[config.mk]
export PLATFORM = sky130hd
export DESIGN_NAME = tldm_top
export DESIGN_NICKNAME = d
export VERILOG_FILES = /design/src/tldm_pkg.sv /design/src/tldm_fifo.sv /design/src/tldm_top.sv
export SDC_FILE = /design/constraint.sdc
export NUM_CORES = 1
export LEC_CHECK = 0
export ABC_AREA = 1
export BUFFER_PORTS_ARGS = -buffer_cell sky130_fd_sc_hd__buf_2
export CAP_MARGIN = 10
export CELL_PAD_IN_SITES_DETAIL_PLACEMENT = 1
export CELL_PAD_IN_SITES_GLOBAL_PLACEMENT = 2
export CORE_ASPECT_RATIO = 1.5
export CORE_MARGIN = 4
export CORE_UTILIZATION = 37
export CTS_CLUSTER_SIZE = 10
export DETAILED_ROUTE_END_ITERATION = 6
export PLACE_DENSITY = 0.87
export SYNTH_ARGS = -nofsm -noshare
export SYNTH_HDL_FRONTEND = slang
export SYNTH_SLANG_ARGS = --single-unit
[constraint.sdc]
create_clock -name i_mclk -period 4.55 [get_ports i_mclk]
set_clock_uncertainty 0.05 [all_clocks]
set_input_delay 0.6825 -clock i_mclk [delete_from_list [all_inputs] [get_ports i_mclk]]
set_output_delay 0.6825 -clock i_mclk [all_outputs]
set_load 0.02 [all_outputs]
[src/tldm_pkg.sv]
// Package of constants for the transmit line driver and drive monitor
// Behaviour
// - A positive line pulse drives the positive output high and the negative output low.
// - A negative line pulse drives the positive output low and the negative output high.
// - While the transmit-on control (pin or host bit) is 0 both line outputs float.
// - The monitor watches the positive and negative monitor inputs as a pair for pulses.
// - After 128 bit periods with no pulse the drive fault flag goes high.
// - With internal monitoring selected the external monitor inputs are ignored.
// - The fault flag stays low while a pulse was seen in the last 128 bit periods.
// - Internal monitoring can be selected only in host mode; hardware mode uses the pins.
package tldm_pkg;
  localparam int unsigned TLDM_IDLE_LIMIT = 128;
  localparam int unsigned TLDM_CNT_W = 8;
  localparam logic [TLDM_CNT_W-1:0] TLDM_CNT_RST = 8'h00;
  localparam int unsigned TLDM_FIFO_DEPTH = 4;
  localparam int unsigned TLDM_SYM_W = 2;
  // Symbol layout: bit 1 positive pulse, bit 0 negative pulse
  localparam int unsigned TLDM_SYM_POS = 1;
  localparam int unsigned TLDM_SYM_NEG = 0;
  localparam logic [1:0] TLDM_SYM_ZERO = 2'h0;
  typedef enum logic [1:0] {TLDM_OFF, TLDM_ON} tldm_state_t;
endpackage

[src/tldm_fifo.sv]
// Small synchronous FIFO for line symbols
`timescale 1ns/1ps
module tldm_fifo #(
  parameter int unsigned WIDTH = 2,
  parameter int unsigned DEPTH = 4
) (
  input wire logic i_mclk, // Clock
  input wire logic i_rst, // Async reset
  input wire logic i_valid, // Write valid
  output logic o_ready, // Not full
  input wire logic [WIDTH-1:0] i_data, // Write data
  output logic o_valid, // Not empty
  input wire logic i_ready, // Read ready
  output logic [WIDTH-1:0] o_data // Read data
);
  localparam int unsigned AW = $clog2(DEPTH);
  logic [WIDTH-1:0] mem [DEPTH];
  logic [AW-1:0] wr_ptr;
  logic [AW-1:0] rd_ptr;
  localparam logic [AW:0] FULL = (AW+1)'(DEPTH);
  logic [AW:0] count;
  logic [AW:0] next_count;
  wire do_wr = i_valid && o_ready;
  wire do_rd = o_valid && i_ready;

  // Status and read port; ready is registered so it leaves from a flop
  assign next_count = count + (AW+1)'(do_wr) - (AW+1)'(do_rd);
  assign o_valid = (count != '0);
  assign o_data = mem[rd_ptr];

  // Wrapping pointer increment
  function automatic logic [AW-1:0] inc(input logic [AW-1:0] p);
    return (p == AW'(DEPTH - 1)) ? '0 : AW'(p + 1'h1);
  endfunction

  // Storage
  always_ff @(posedge i_mclk) begin
    if (do_wr) begin
      mem[wr_ptr] <= i_data;
    end
  end

  // Pointers and occupancy
  always_ff @(posedge i_mclk or posedge i_rst) begin
    if (i_rst) begin
      wr_ptr <= '0;
      rd_ptr <= '0;
      count <= '0;
      o_ready <= 1'h1;
    end else begin
      if (do_wr) wr_ptr <= inc(wr_ptr);
      if (do_rd) rd_ptr <= inc(rd_ptr);
      count <= next_count;
      o_ready <= (next_count != FULL);
    end
  end
endmodule

[src/tldm_top.sv]
// Transmit line driver with drive activity monitor, one channel
`timescale 1ns/1ps
module tldm_top #(
  parameter int unsigned IDLE_LIMIT = tldm_pkg::TLDM_IDLE_LIMIT,
  parameter int unsigned DEPTH = tldm_pkg::TLDM_FIFO_DEPTH
) (
  input wire logic i_mclk, // Transmit bit clock, 25 MHz
  input wire logic i_rst, // Async reset, active high
  input wire logic i_sym_valid, // Symbol offered
  output logic o_sym_ready, // FIFO can take a symbol
  input wire logic [tldm_pkg::TLDM_SYM_W-1:0] i_sym, // Bit1 positive, bit0 negative
  input wire logic i_transmit_on, // Transmit-on pin
  input wire logic i_transmit_on_bit, // Transmit-on host bit
  input wire logic i_host_mode, // 1 host mode, 0 hardware mode
  input wire logic i_int_mon_sel, // Internal monitoring select
  input wire logic i_monitor_in_pos, // External monitor positive
  input wire logic i_monitor_in_neg, // External monitor negative
  output logic o_line_out_pos, // Positive line output value
  output logic o_line_out_pos_oe_n, // Low while positive output drives
  output logic o_line_out_neg, // Negative line output value
  output logic o_line_out_neg_oe_n, // Low while negative output drives
  output logic o_drive_fault_flag // High after idle limit
);
  import tldm_pkg::*;

  ////////////////////////////////////////////////////////////////////
  // Control decode
  tldm_state_t state;
  tldm_state_t next_state;
  logic [TLDM_SYM_W-1:0] fifo_data;
  logic fifo_valid;
  wire tx_on = i_host_mode ? i_transmit_on_bit : i_transmit_on;
  wire use_int = i_host_mode && i_int_mon_sel;
  wire drain = (state == TLDM_ON); // FIFO read side open only while on
  wire take = fifo_valid && drain;
  wire [TLDM_SYM_W-1:0] cur_sym = take ? fifo_data : TLDM_SYM_ZERO;
  // Opposite polarities at once are not a legal symbol; send space
  wire sym_bad = cur_sym[TLDM_SYM_POS] && cur_sym[TLDM_SYM_NEG];
  wire next_pos = cur_sym[TLDM_SYM_POS] && !sym_bad;
  wire next_neg = cur_sym[TLDM_SYM_NEG] && !sym_bad;

  // Drain stalls while transmitter is off, so the FIFO back-pressures
  tldm_fifo #(.WIDTH(TLDM_SYM_W), .DEPTH(DEPTH)) u_fifo (
    .i_mclk(i_mclk),
    .i_rst(i_rst),
    .i_valid(i_sym_valid),
    .o_ready(o_sym_ready),
    .i_data(i_sym),
    .o_valid(fifo_valid),
    .i_ready(drain),
    .o_data(fifo_data)
  );

  ////////////////////////////////////////////////////////////////////
  // Transmitter on/off state
  always_comb begin
    next_state = state;
    case (state)
      TLDM_OFF: if (tx_on) next_state = TLDM_ON;
      TLDM_ON: if (!tx_on) next_state = TLDM_OFF;
      default: next_state = TLDM_OFF;
    endcase
  end

  always_ff @(posedge i_mclk or posedge i_rst) begin
    if (i_rst) state <= TLDM_OFF;
    else state <= next_state;
  end

  // Line drivers: enables follow transmit-on, levels follow symbol
  always_ff @(posedge i_mclk or posedge i_rst) begin
    if (i_rst) begin
      o_line_out_pos <= 1'h0;
      o_line_out_neg <= 1'h0;
      o_line_out_pos_oe_n <= 1'h1;
      o_line_out_neg_oe_n <= 1'h1;
    end else begin
      o_line_out_pos <= next_pos;
      o_line_out_neg <= next_neg;
      o_line_out_pos_oe_n <= !tx_on;
      o_line_out_neg_oe_n <= !tx_on;
    end
  end

  ////////////////////////////////////////////////////////////////////
  // Drive monitor
  logic int_pos;
  logic int_neg;
  logic [TLDM_CNT_W-1:0] idle_cnt;
  // Internal copy of what is on the line; floating line shows nothing
  always_ff @(posedge i_mclk or posedge i_rst) begin
    if (i_rst) begin
      int_pos <= 1'h0;
      int_neg <= 1'h0;
    end else begin
      int_pos <= next_pos && tx_on;
      int_neg <= next_neg && tx_on;
    end
  end

  wire mon_pos = use_int ? int_pos : i_monitor_in_pos;
  wire mon_neg = use_int ? int_neg : i_monitor_in_neg;
  // A pulse is the pair differing, either polarity
  wire pulse_seen = mon_pos ^ mon_neg;
  wire at_limit = (idle_cnt >= TLDM_CNT_W'(IDLE_LIMIT - 1));

  // Idle counter saturates at terminal count
  always_ff @(posedge i_mclk or posedge i_rst) begin
    if (i_rst) begin
      idle_cnt <= TLDM_CNT_RST;
    end else if (pulse_seen) begin
      idle_cnt <= TLDM_CNT_RST;
    end else if (!at_limit) begin
      idle_cnt <= idle_cnt + 1'h1;
    end
  end

  always_ff @(posedge i_mclk or posedge i_rst) begin
    if (i_rst) o_drive_fault_flag <= 1'h0;
    else o_drive_fault_flag <= !pulse_seen && at_limit;
  end

  ////////////////////////////////////////////////////////////////////
  // Checks
  // Last quiet count before the flag must rise
  localparam logic [TLDM_CNT_W:0] QUIET_LAST = (TLDM_CNT_W+1)'(IDLE_LIMIT - 1);
  logic [TLDM_CNT_W:0] quiet;
  // Symbols as they leave the FIFO toward the line
  wire chk_pos = take && fifo_data[TLDM_SYM_POS] && !fifo_data[TLDM_SYM_NEG];
  wire chk_neg = take && !fifo_data[TLDM_SYM_POS] && fifo_data[TLDM_SYM_NEG];
  wire chk_bad = take && fifo_data[TLDM_SYM_POS] && fifo_data[TLDM_SYM_NEG];

  // Reference quiet counter, kept apart from the design counter
  always_ff @(posedge i_mclk or posedge i_rst) begin
    if (i_rst) quiet <= '0;
    else if (pulse_seen) quiet <= '0;
    else if (quiet != '1) quiet <= quiet + 1'h1;
  end

  // Line levels and drive enables
  pos_pulse_a: assert property (
    @(posedge i_mclk) disable iff (i_rst)
    chk_pos |=> (o_line_out_pos && !o_line_out_neg))
    else $error("positive pulse not driven");

  neg_pulse_a: assert property (
    @(posedge i_mclk) disable iff (i_rst)
    chk_neg |=> (!o_line_out_pos && o_line_out_neg))
    else $error("negative pulse not driven");

  bad_sym_a: assert property (
    @(posedge i_mclk) disable iff (i_rst)
    chk_bad |=> (!o_line_out_pos && !o_line_out_neg))
    else $error("illegal symbol not sent as space");

  space_idle_a: assert property (
    @(posedge i_mclk) disable iff (i_rst)
    !take |=> (!o_line_out_pos && !o_line_out_neg))
    else $error("line pulsed with nothing taken");

  tri_off_a: assert property (
    @(posedge i_mclk) disable iff (i_rst)
    !tx_on |=> (o_line_out_pos_oe_n && o_line_out_neg_oe_n))
    else $error("line driven while off");

  on_drive_a: assert property (
    @(posedge i_mclk) disable iff (i_rst)
    tx_on |=> (!o_line_out_pos_oe_n && !o_line_out_neg_oe_n))
    else $error("line floating while on");

  // Fault flag timing
  fault_set_a: assert property (
    @(posedge i_mclk) disable iff (i_rst)
    (quiet >= QUIET_LAST && !pulse_seen) |=> o_drive_fault_flag)
    else $error("fault not raised after idle limit");

  fault_hold_a: assert property (
    @(posedge i_mclk) disable iff (i_rst)
    (o_drive_fault_flag && !pulse_seen) |=> o_drive_fault_flag)
    else $error("fault dropped without a pulse");

  fault_clr_a: assert property (
    @(posedge i_mclk) disable iff (i_rst)
    pulse_seen |=> !o_drive_fault_flag)
    else $error("fault high after pulse");

  fault_early_a: assert property (
    @(posedge i_mclk) disable iff (i_rst)
    (quiet < QUIET_LAST) |=> !o_drive_fault_flag)
    else $error("fault raised too early");

  // Monitor source selection
  ext_mon_a: assert property (
    @(posedge i_mclk) disable iff (i_rst)
    !use_int |-> (pulse_seen == (i_monitor_in_pos ^ i_monitor_in_neg)))
    else $error("external pair not watched");

  int_ignore_a: assert property (
    @(posedge i_mclk) disable iff (i_rst)
    (use_int && (int_pos ~^ int_neg)) |-> !pulse_seen)
    else $error("external inputs seen in internal mode");

  int_seen_a: assert property (
    @(posedge i_mclk) disable iff (i_rst)
    (tx_on && chk_pos) |=> int_pos)
    else $error("internal copy missed a pulse");

  hw_ext_a: assert property (
    @(posedge i_mclk) disable iff (i_rst)
    (!i_host_mode && (i_monitor_in_pos ^ i_monitor_in_neg)) |=> idle_cnt == '0)
    else $error("hardware mode ignores pins");

  // Idle counter
  cnt_clear_a: assert property (
    @(posedge i_mclk) disable iff (i_rst)
    pulse_seen |=> (idle_cnt == '0))
    else $error("counter not cleared by pulse");

  cnt_step_a: assert property (
    @(posedge i_mclk) disable iff (i_rst)
    (!pulse_seen && !at_limit) |=> (idle_cnt == $past(idle_cnt) + 1'h1))
    else $error("counter did not advance");

  cnt_sat_a: assert property (
    @(posedge i_mclk) disable iff (i_rst)
    (at_limit && !pulse_seen) |=> $stable(idle_cnt))
    else $error("counter moved past terminal count");
endmodule
Yosys cells after proc, flatten, opt, wreduce, memory -nomap -nowiden
Memories as Yosys holds them, arrays and structs flattened.
Index checks and enable logic that the tools add are counted.
{"block": "totals", "output_inout_bits": 6, "regBits": 24, "memories": 1, "ramBits": 8}
{"block": "classes", "mux": 13, "bitwise_logic": 1, "n_addsub": 5, "eq_ne": 7, "reduce_logical": 15, "n_lt_le_gt_ge": 1}
{"name": "u_fifo.mem", "words": 4, "word_bits": 2, "rd": 1, "rd_ports_with_merged_regs": 0, "wr": 1, "line": "tldm_fifo.sv:17", "source": "logic [WIDTH-1:0] mem [DEPTH];"}
{"op": "8-bit two-way mux", "n": 2}
{"op": "2-bit two-way mux", "n": 5}
{"op": "1-bit logical AND", "n": 9}
{"op": "8-bit by 1-bit adder with 8-bit output (second input constant)", "n": 1}
{"op": "8-bit by 7-bit greater-or-equal comparator with 1-bit output (second input constant)", "n": 1}
{"op": "2-bit != test (second input constant)", "n": 3}
{"op": "1-bit two-way mux", "n": 5}
{"op": "2-bit by 1-bit adder with 2-bit output (second input constant)", "n": 2}
{"op": "2-bit == test (second input constant)", "n": 2}
{"op": "2-bit one-hot mux with 2 select lines", "n": 1}
{"op": "3-bit by 1-bit adder with 3-bit output", "n": 1}
{"op": "1-bit logical NOT", "n": 3}
{"op": "3-bit != test (second input constant)", "n": 1}
{"op": "3-bit nonzero test", "n": 1}
{"op": "3-bit by 1-bit subtractor with 3-bit output", "n": 1}
{"op": "2-bit by 1-bit == test with 1-bit output (second input constant)", "n": 1}
{"op": "2-bit logical NOT", "n": 1}
{"op": "2-bit AND reduction", "n": 1}
{"op": "1-bit bitwise XOR", "n": 1}

Logic depth before layout (Yosys ltp)
{"block": "logic_depth", "depth_word": 7, "ltp_mapped": 11, "depth_no_buf": 11}

Modules after synthesis
A second synthesis with hierarchy kept.
{"block": "unflattened", "hier_cells": 183, "area_unflattened_um2": 1641.6}
{"mod": "tldm_top", "n_inst": 1, "seq_area_each_um2": 376.6, "area_each_um2": 837.1, "cells_each": 101}
{"mod": "tldm_fifo", "n_inst": 1, "seq_area_each_um2": 441.7, "area_each_um2": 804.5, "cells_each": 82}

Worst setup path after synthesis
OpenSTA, ideal clock, no wires.
{"block": "synth_timing", "path_kind": "register to register", "startpoint": "reg u_fifo.count[1]", "endpoint": "reg u_fifo.o_ready", "path_slack_ns": 2.505, "setup_ns": 0.082, "stages_incl_launch_ff": 12, "arrival_ns": 1.913, "path_cell_list": "dfrtp_1 > inv_1 > nand2_1 > nand2_1 > inv_1 > ha_1 > inv_1 > ha_1 > fa_1 > xnor2_1 > xor2_1 > nand2_1"}
{"block": "synth_between", "elab_chain_cells": 4, "word_cells_on_any_way": 5, "classes_between": "2 x add/sub; 1 x eq/ne; 2 x reduce/logical"}
{"item": "start: declaration", "line": "tldm_fifo.sv:21", "source": "logic [AW:0] count;"}
{"item": "start signal: assignment", "line": "tldm_fifo.sv:53", "source": "count <= next_count;"}
{"item": "3-bit nonzero test", "line": "tldm_fifo.sv:28", "source": "assign o_valid = (count != '0);"}
{"item": "1-bit logical AND"}
{"item": "net take", "line": "tldm_top.sv:35", "source": "wire take = fifo_valid && drain;"}
{"item": "3-bit by 1-bit subtractor with 3-bit output", "line": "tldm_fifo.sv:27", "source": "assign next_count = count + (AW+1)'(do_wr) - (AW+1)'(do_rd);"}
{"item": "net u_fifo.next_count[2]", "line": "tldm_fifo.sv:22", "source": "logic [AW:0] next_count;"}
{"item": "3-bit != test", "line": "tldm_fifo.sv:54", "source": "o_ready <= (next_count != FULL);"}
{"item": "end signal: assignment", "line": "tldm_fifo.sv:54"}
{"item": "end: declaration", "line": "tldm_fifo.sv:10", "source": "output logic o_ready,"}
The timed path passes the listed nets, and every way through them passes these cells.
A chain may end at the register's enable or synchronous reset.

Final worst setup path
Same ends and word-level chain as after synthesis.

==> qor_table.md <==
| Stage | Item | This run |
|:---|:---|:---|
| die | Die area | 5311 um^2 |
| final layout | Most common cell after layout, fill and taps aside | sky130_fd_sc_hd__nand2_1 |
| sta | Worst setup margin | 2339 ps |
| synth | Compound-cell area share of the yosys netlist | 3.793% |
| final layout | Number of antenna cells inserted | 0 |
| die | Boundary pin count | 17 |
| synth | Multiplexer share of the synthesized area | 0% |
| synth | Distinct cell type count after synthesis | 21 |
| worst setup path | Nature of the critical path endpoint | register |
| final layout | Count of nets after finishing | 219 |
| die | Number of cell rows | 28 |
| sta | Actual slew at the worst max-slew pin | 883.3 ps |
| worst setup path | Worst Setup Start Kind | register |
| routing | Vias per cell | 4.808 |
| synth | Total nets after synthesis | 198 |
| routing | Detailed-routing iteration count for the pre-antenna-repair pass | 4 |
| run | Max-cap violations | 0 |
| die | Vertical die dimension | 87.28 um |
| synth | Share of synthesized cell area in full adder, half adder and majority cells | 7.748% |
| placed design | Routability congestion estimate | 0.7569 |
| synth | Fraction of synthesized cell area taken by the top area cell type | 33.90% |
| clock network | Clk pin slew, worst setup/hold paths | 70 ps |
| routing | Average detailed-routed wire length per instance | 13.09 um |
| synth | Synth warnings | 0 |
| placed design | Detailed placement HPWL | 2599 um |
| routing | Detailed-route DRC error count | 0 |
| sta | Final Hold Violating Endpoints | 0 |
| clock network | Post-CTS Hold Buffers | 0 |
| sta | Worst max-slew margin expressed relative to the limit | 41.05% |
| final layout | Number of fillers in the final layout | 493 |
| grt | First-pass GRT wire length | 5471 um |
| grt | Initial antenna violation count | 0 |
| clock network | Total CTS buffers | 5 |
| worst setup path | Required time worst endpoint | 4710 ps |
| sta | Final setup violation count | 0 |
| synth | Cell type contributing the most total cell area after synthesis | sky130_fd_sc_hd__dfrtp_1 |
| worst setup path | Setup Crit Path Kind | reg -> reg |
| routing | Drt first-iter violations | 24 |
| final layout | Most frequent cells in the layout | sky130_fd_sc_hd__nand2_1, sky130_fd_sc_hd__inv_1, sky130_fd_sc_hd__nand3_1, sky130_fd_sc_hd__dfrtp_1 |
| placed design | Port bufs | 16 |
| clock network | Root Buffer | sky130_fd_sc_hd__clkbuf_8 |
| pwr | Total power after layout | 0.8887 mW |
| synth | Part of the Yosys area used for sequential elements | 52.78% |
| clock network | Clock Sinks | 31 |
| synth | Post-Synth Simple-Gate Area | 25.02% |
| worst setup path | Worst-path maximum fanout | 6 |
| die | Chip Width | 60.85 um |
| min path | Type of the most critical hold path | reg -> reg |
| run status | Status | complete, no violations |
| synth | Mean Syn Cell Area | 8.709 um^2 |
| routing | Final wirelength | 3207 um |
| sta | Final worst path period share | 48.59% |
| final layout | Share of final-layout standard cells stronger than drive strength 1 | 16.00% |
| final layout | Synthesis-to-layout area growth | 13.07% |
| grt | Maximum number of pins on one net before global-route repair | 24 |
| routing | Total number of vias | 1178 |
| clock network | Postcts setup bufs | 0 |
| synth | Xor and xnor fraction of the mapped netlist area | 1.695% |
| sta | Achievable Freq | 452.4 MHz |
| die | Effective utilization at floorplan | 38.82% |
| clock network | CTS tree | built |
| synth | Cells taking the most area after synthesis | sky130_fd_sc_hd__dfrtp_1, sky130_fd_sc_hd__edfxtp_1, sky130_fd_sc_hd__nand2_1 |
| grt | Total gr overflow | 0 |
| synth | Synth Instances | 178 |
| final layout | Final standard cell count with taps included and fillers excluded | 245 |
| synth | Total of flip-flops plus latches after synthesis | 31 |
| worst setup path | Data arrival time of the worst path | 2370 ps |
| placed design | Post-place setup slack | 2346 ps |
| pwr | Worst vdd rail ir drop | 357.8 uV |
| placed design | Number of cells after detailed placement | 237 |
| die | CORE AREA | 3994 um^2 |
| clock network | Number of gates resized after cts | 0 |
| sta | Number of slew-limit violations in the final report | 0 |
| pwr | Static leakage power | 0.9009 nW |
| clock network | Clock tree buffer depth | 2 |
| synth | Netlist area before placement | 1550 um^2 |
| clock network | CTS HTree Levels | 2 |
| clock network | Latest clock arrival within the worst-skew pair | 280 ps |
| grt | Number of global-route vias before repair | 1277 |
| synth | Main combinational cell family by area after synthesis | simple AND/OR/NAND/NOR gates |
| sta | Final critical delay including setup and external delays | 2211 ps |
| grt | Overall global routing resource usage | 14.41% |
| pwr | Power density over the cells | 507.0 nW/um^2 |
| routing | DRT antenna net count | 0 |
| sta | Unrepaired setup endpoints after global routing | no |
| sta | Setup TNS | 0 ps |
[worst max-delay path, stage by stage (launching register included)]
cell                      delay, ps
sky130_fd_sc_hd__dfrtp_1        400
sky130_fd_sc_hd__inv_1          110
sky130_fd_sc_hd__nand2_1         70
sky130_fd_sc_hd__nand2_1         70
sky130_fd_sc_hd__inv_1           90
sky130_fd_sc_hd__ha_1           290
sky130_fd_sc_hd__inv_1           40
sky130_fd_sc_hd__ha_1           200
sky130_fd_sc_hd__fa_1           380
sky130_fd_sc_hd__xnor2_1        180
sky130_fd_sc_hd__xor2_1         200
sky130_fd_sc_hd__nand2_1         70
[stage by stage]
stage | hold slack, ps | util [%] | instance area, um^2
after floorplan | 407.8 | - | 1550
after global placement | 420.6 | 41.76 | 1668
after detailed placement | 447.5 | 41.76 | 1668
after CTS | 459.9 | 43.89 | 1753
after global routing | 473.3 | 43.89 | 1753
final | 455.5 | 43.89 | 1753
[flip-flops by register name (all words and copies together) (netlist names), 2 cells and up]
name           cells
u_fifo.rd_ptr      2
u_fifo.count       3
idle_cnt           8
u_fifo.wr_ptr      2
u_fifo.mem         8
[cell families (layout without fill, tap and decap cells)]
family,Yosys count,in the layout
buffers and inverters,34,56
XOR/XNOR,3,3
flip-flops,31,31
adder cells (fa/ha/maj),9,9
AO/OA/AOI/OAI,11,11
AND/OR/NAND/NOR,90,90
[cell usage after synthesis]
master	number
sky130_fd_sc_hd__nor3_1	1
sky130_fd_sc_hd__nand2_1	45
sky130_fd_sc_hd__buf_6	1
sky130_fd_sc_hd__dfstp_2	2
sky130_fd_sc_hd__dfrtp_1	21
sky130_fd_sc_hd__xnor2_1	1
sky130_fd_sc_hd__buf_4	1
sky130_fd_sc_hd__nand2_2	3
sky130_fd_sc_hd__nand2_4	1
sky130_fd_sc_hd__a21oi_1	2
sky130_fd_sc_hd__o21ai_0	8
sky130_fd_sc_hd__a21oi_2	1
sky130_fd_sc_hd__xor2_1	2
sky130_fd_sc_hd__nand3_1	21
sky130_fd_sc_hd__inv_1	32
sky130_fd_sc_hd__ha_1	8
sky130_fd_sc_hd__fa_1	1
sky130_fd_sc_hd__nand4_1	1
sky130_fd_sc_hd__edfxtp_1	8
sky130_fd_sc_hd__nor2_2	2
sky130_fd_sc_hd__nor2_1	16
[routing by layer]
| metal | share of wire (%) | track usage (%) | up-vias |
|---|---|---|---|
| li1 | - | - | 592 |
| met1 | 33 | 12.83 | 569 |
| met2 | 62 | 28.33 | 11 |
| met3 | 2.6 | 3.561 | 6 |
| met4 | 1.9 | 6.509 | 0 |
| met5 | 0 | 0 | - |
[power breakdown]
part / leakage [nW] / switching (mW) / internal [mW]
logic: 0.492 / 0.178 / 0.104
registers: 0.368 / 0.0450 / 0.356
clock network: 0.0412 / 0.0991 / 0.107
[area by class of cell]
type                       count  area [um^2]  share of cell area (%)
clock buffer                   6        72.57                   4.140
clock inverter                 2        12.51                  0.7138
inverter                      32        120.1                   6.852
multi-input combinational    113        593.1                   33.83
sequential                    31        818.3                   46.68
tap                           45        56.30                   3.212
timing repair buffer          16        80.08                   4.568
[final timing paths]
| kind | start | endpoint | slack (ps) | cells past startpoint |
|---|---|---|---|---|
| setup / recovery | u_fifo.count[1] | u_fifo.o_ready | 2340 | 11 |
| hold / removal | u_fifo.count[1] | u_fifo.count[2] | 460 | 1 |
| setup reg to reg | u_fifo.count[1] | u_fifo.o_ready | 2340 | 11 |
| hold reg to reg | u_fifo.count[1] | u_fifo.count[2] | 460 | 1 |
| max in group asynchronous | i_rst | idle_cnt[2] | 3370 | 2 |
| min in group asynchronous | i_rst | u_fifo.count[0] | 530 | 2 |
Power figures use the tool's default switching activity.
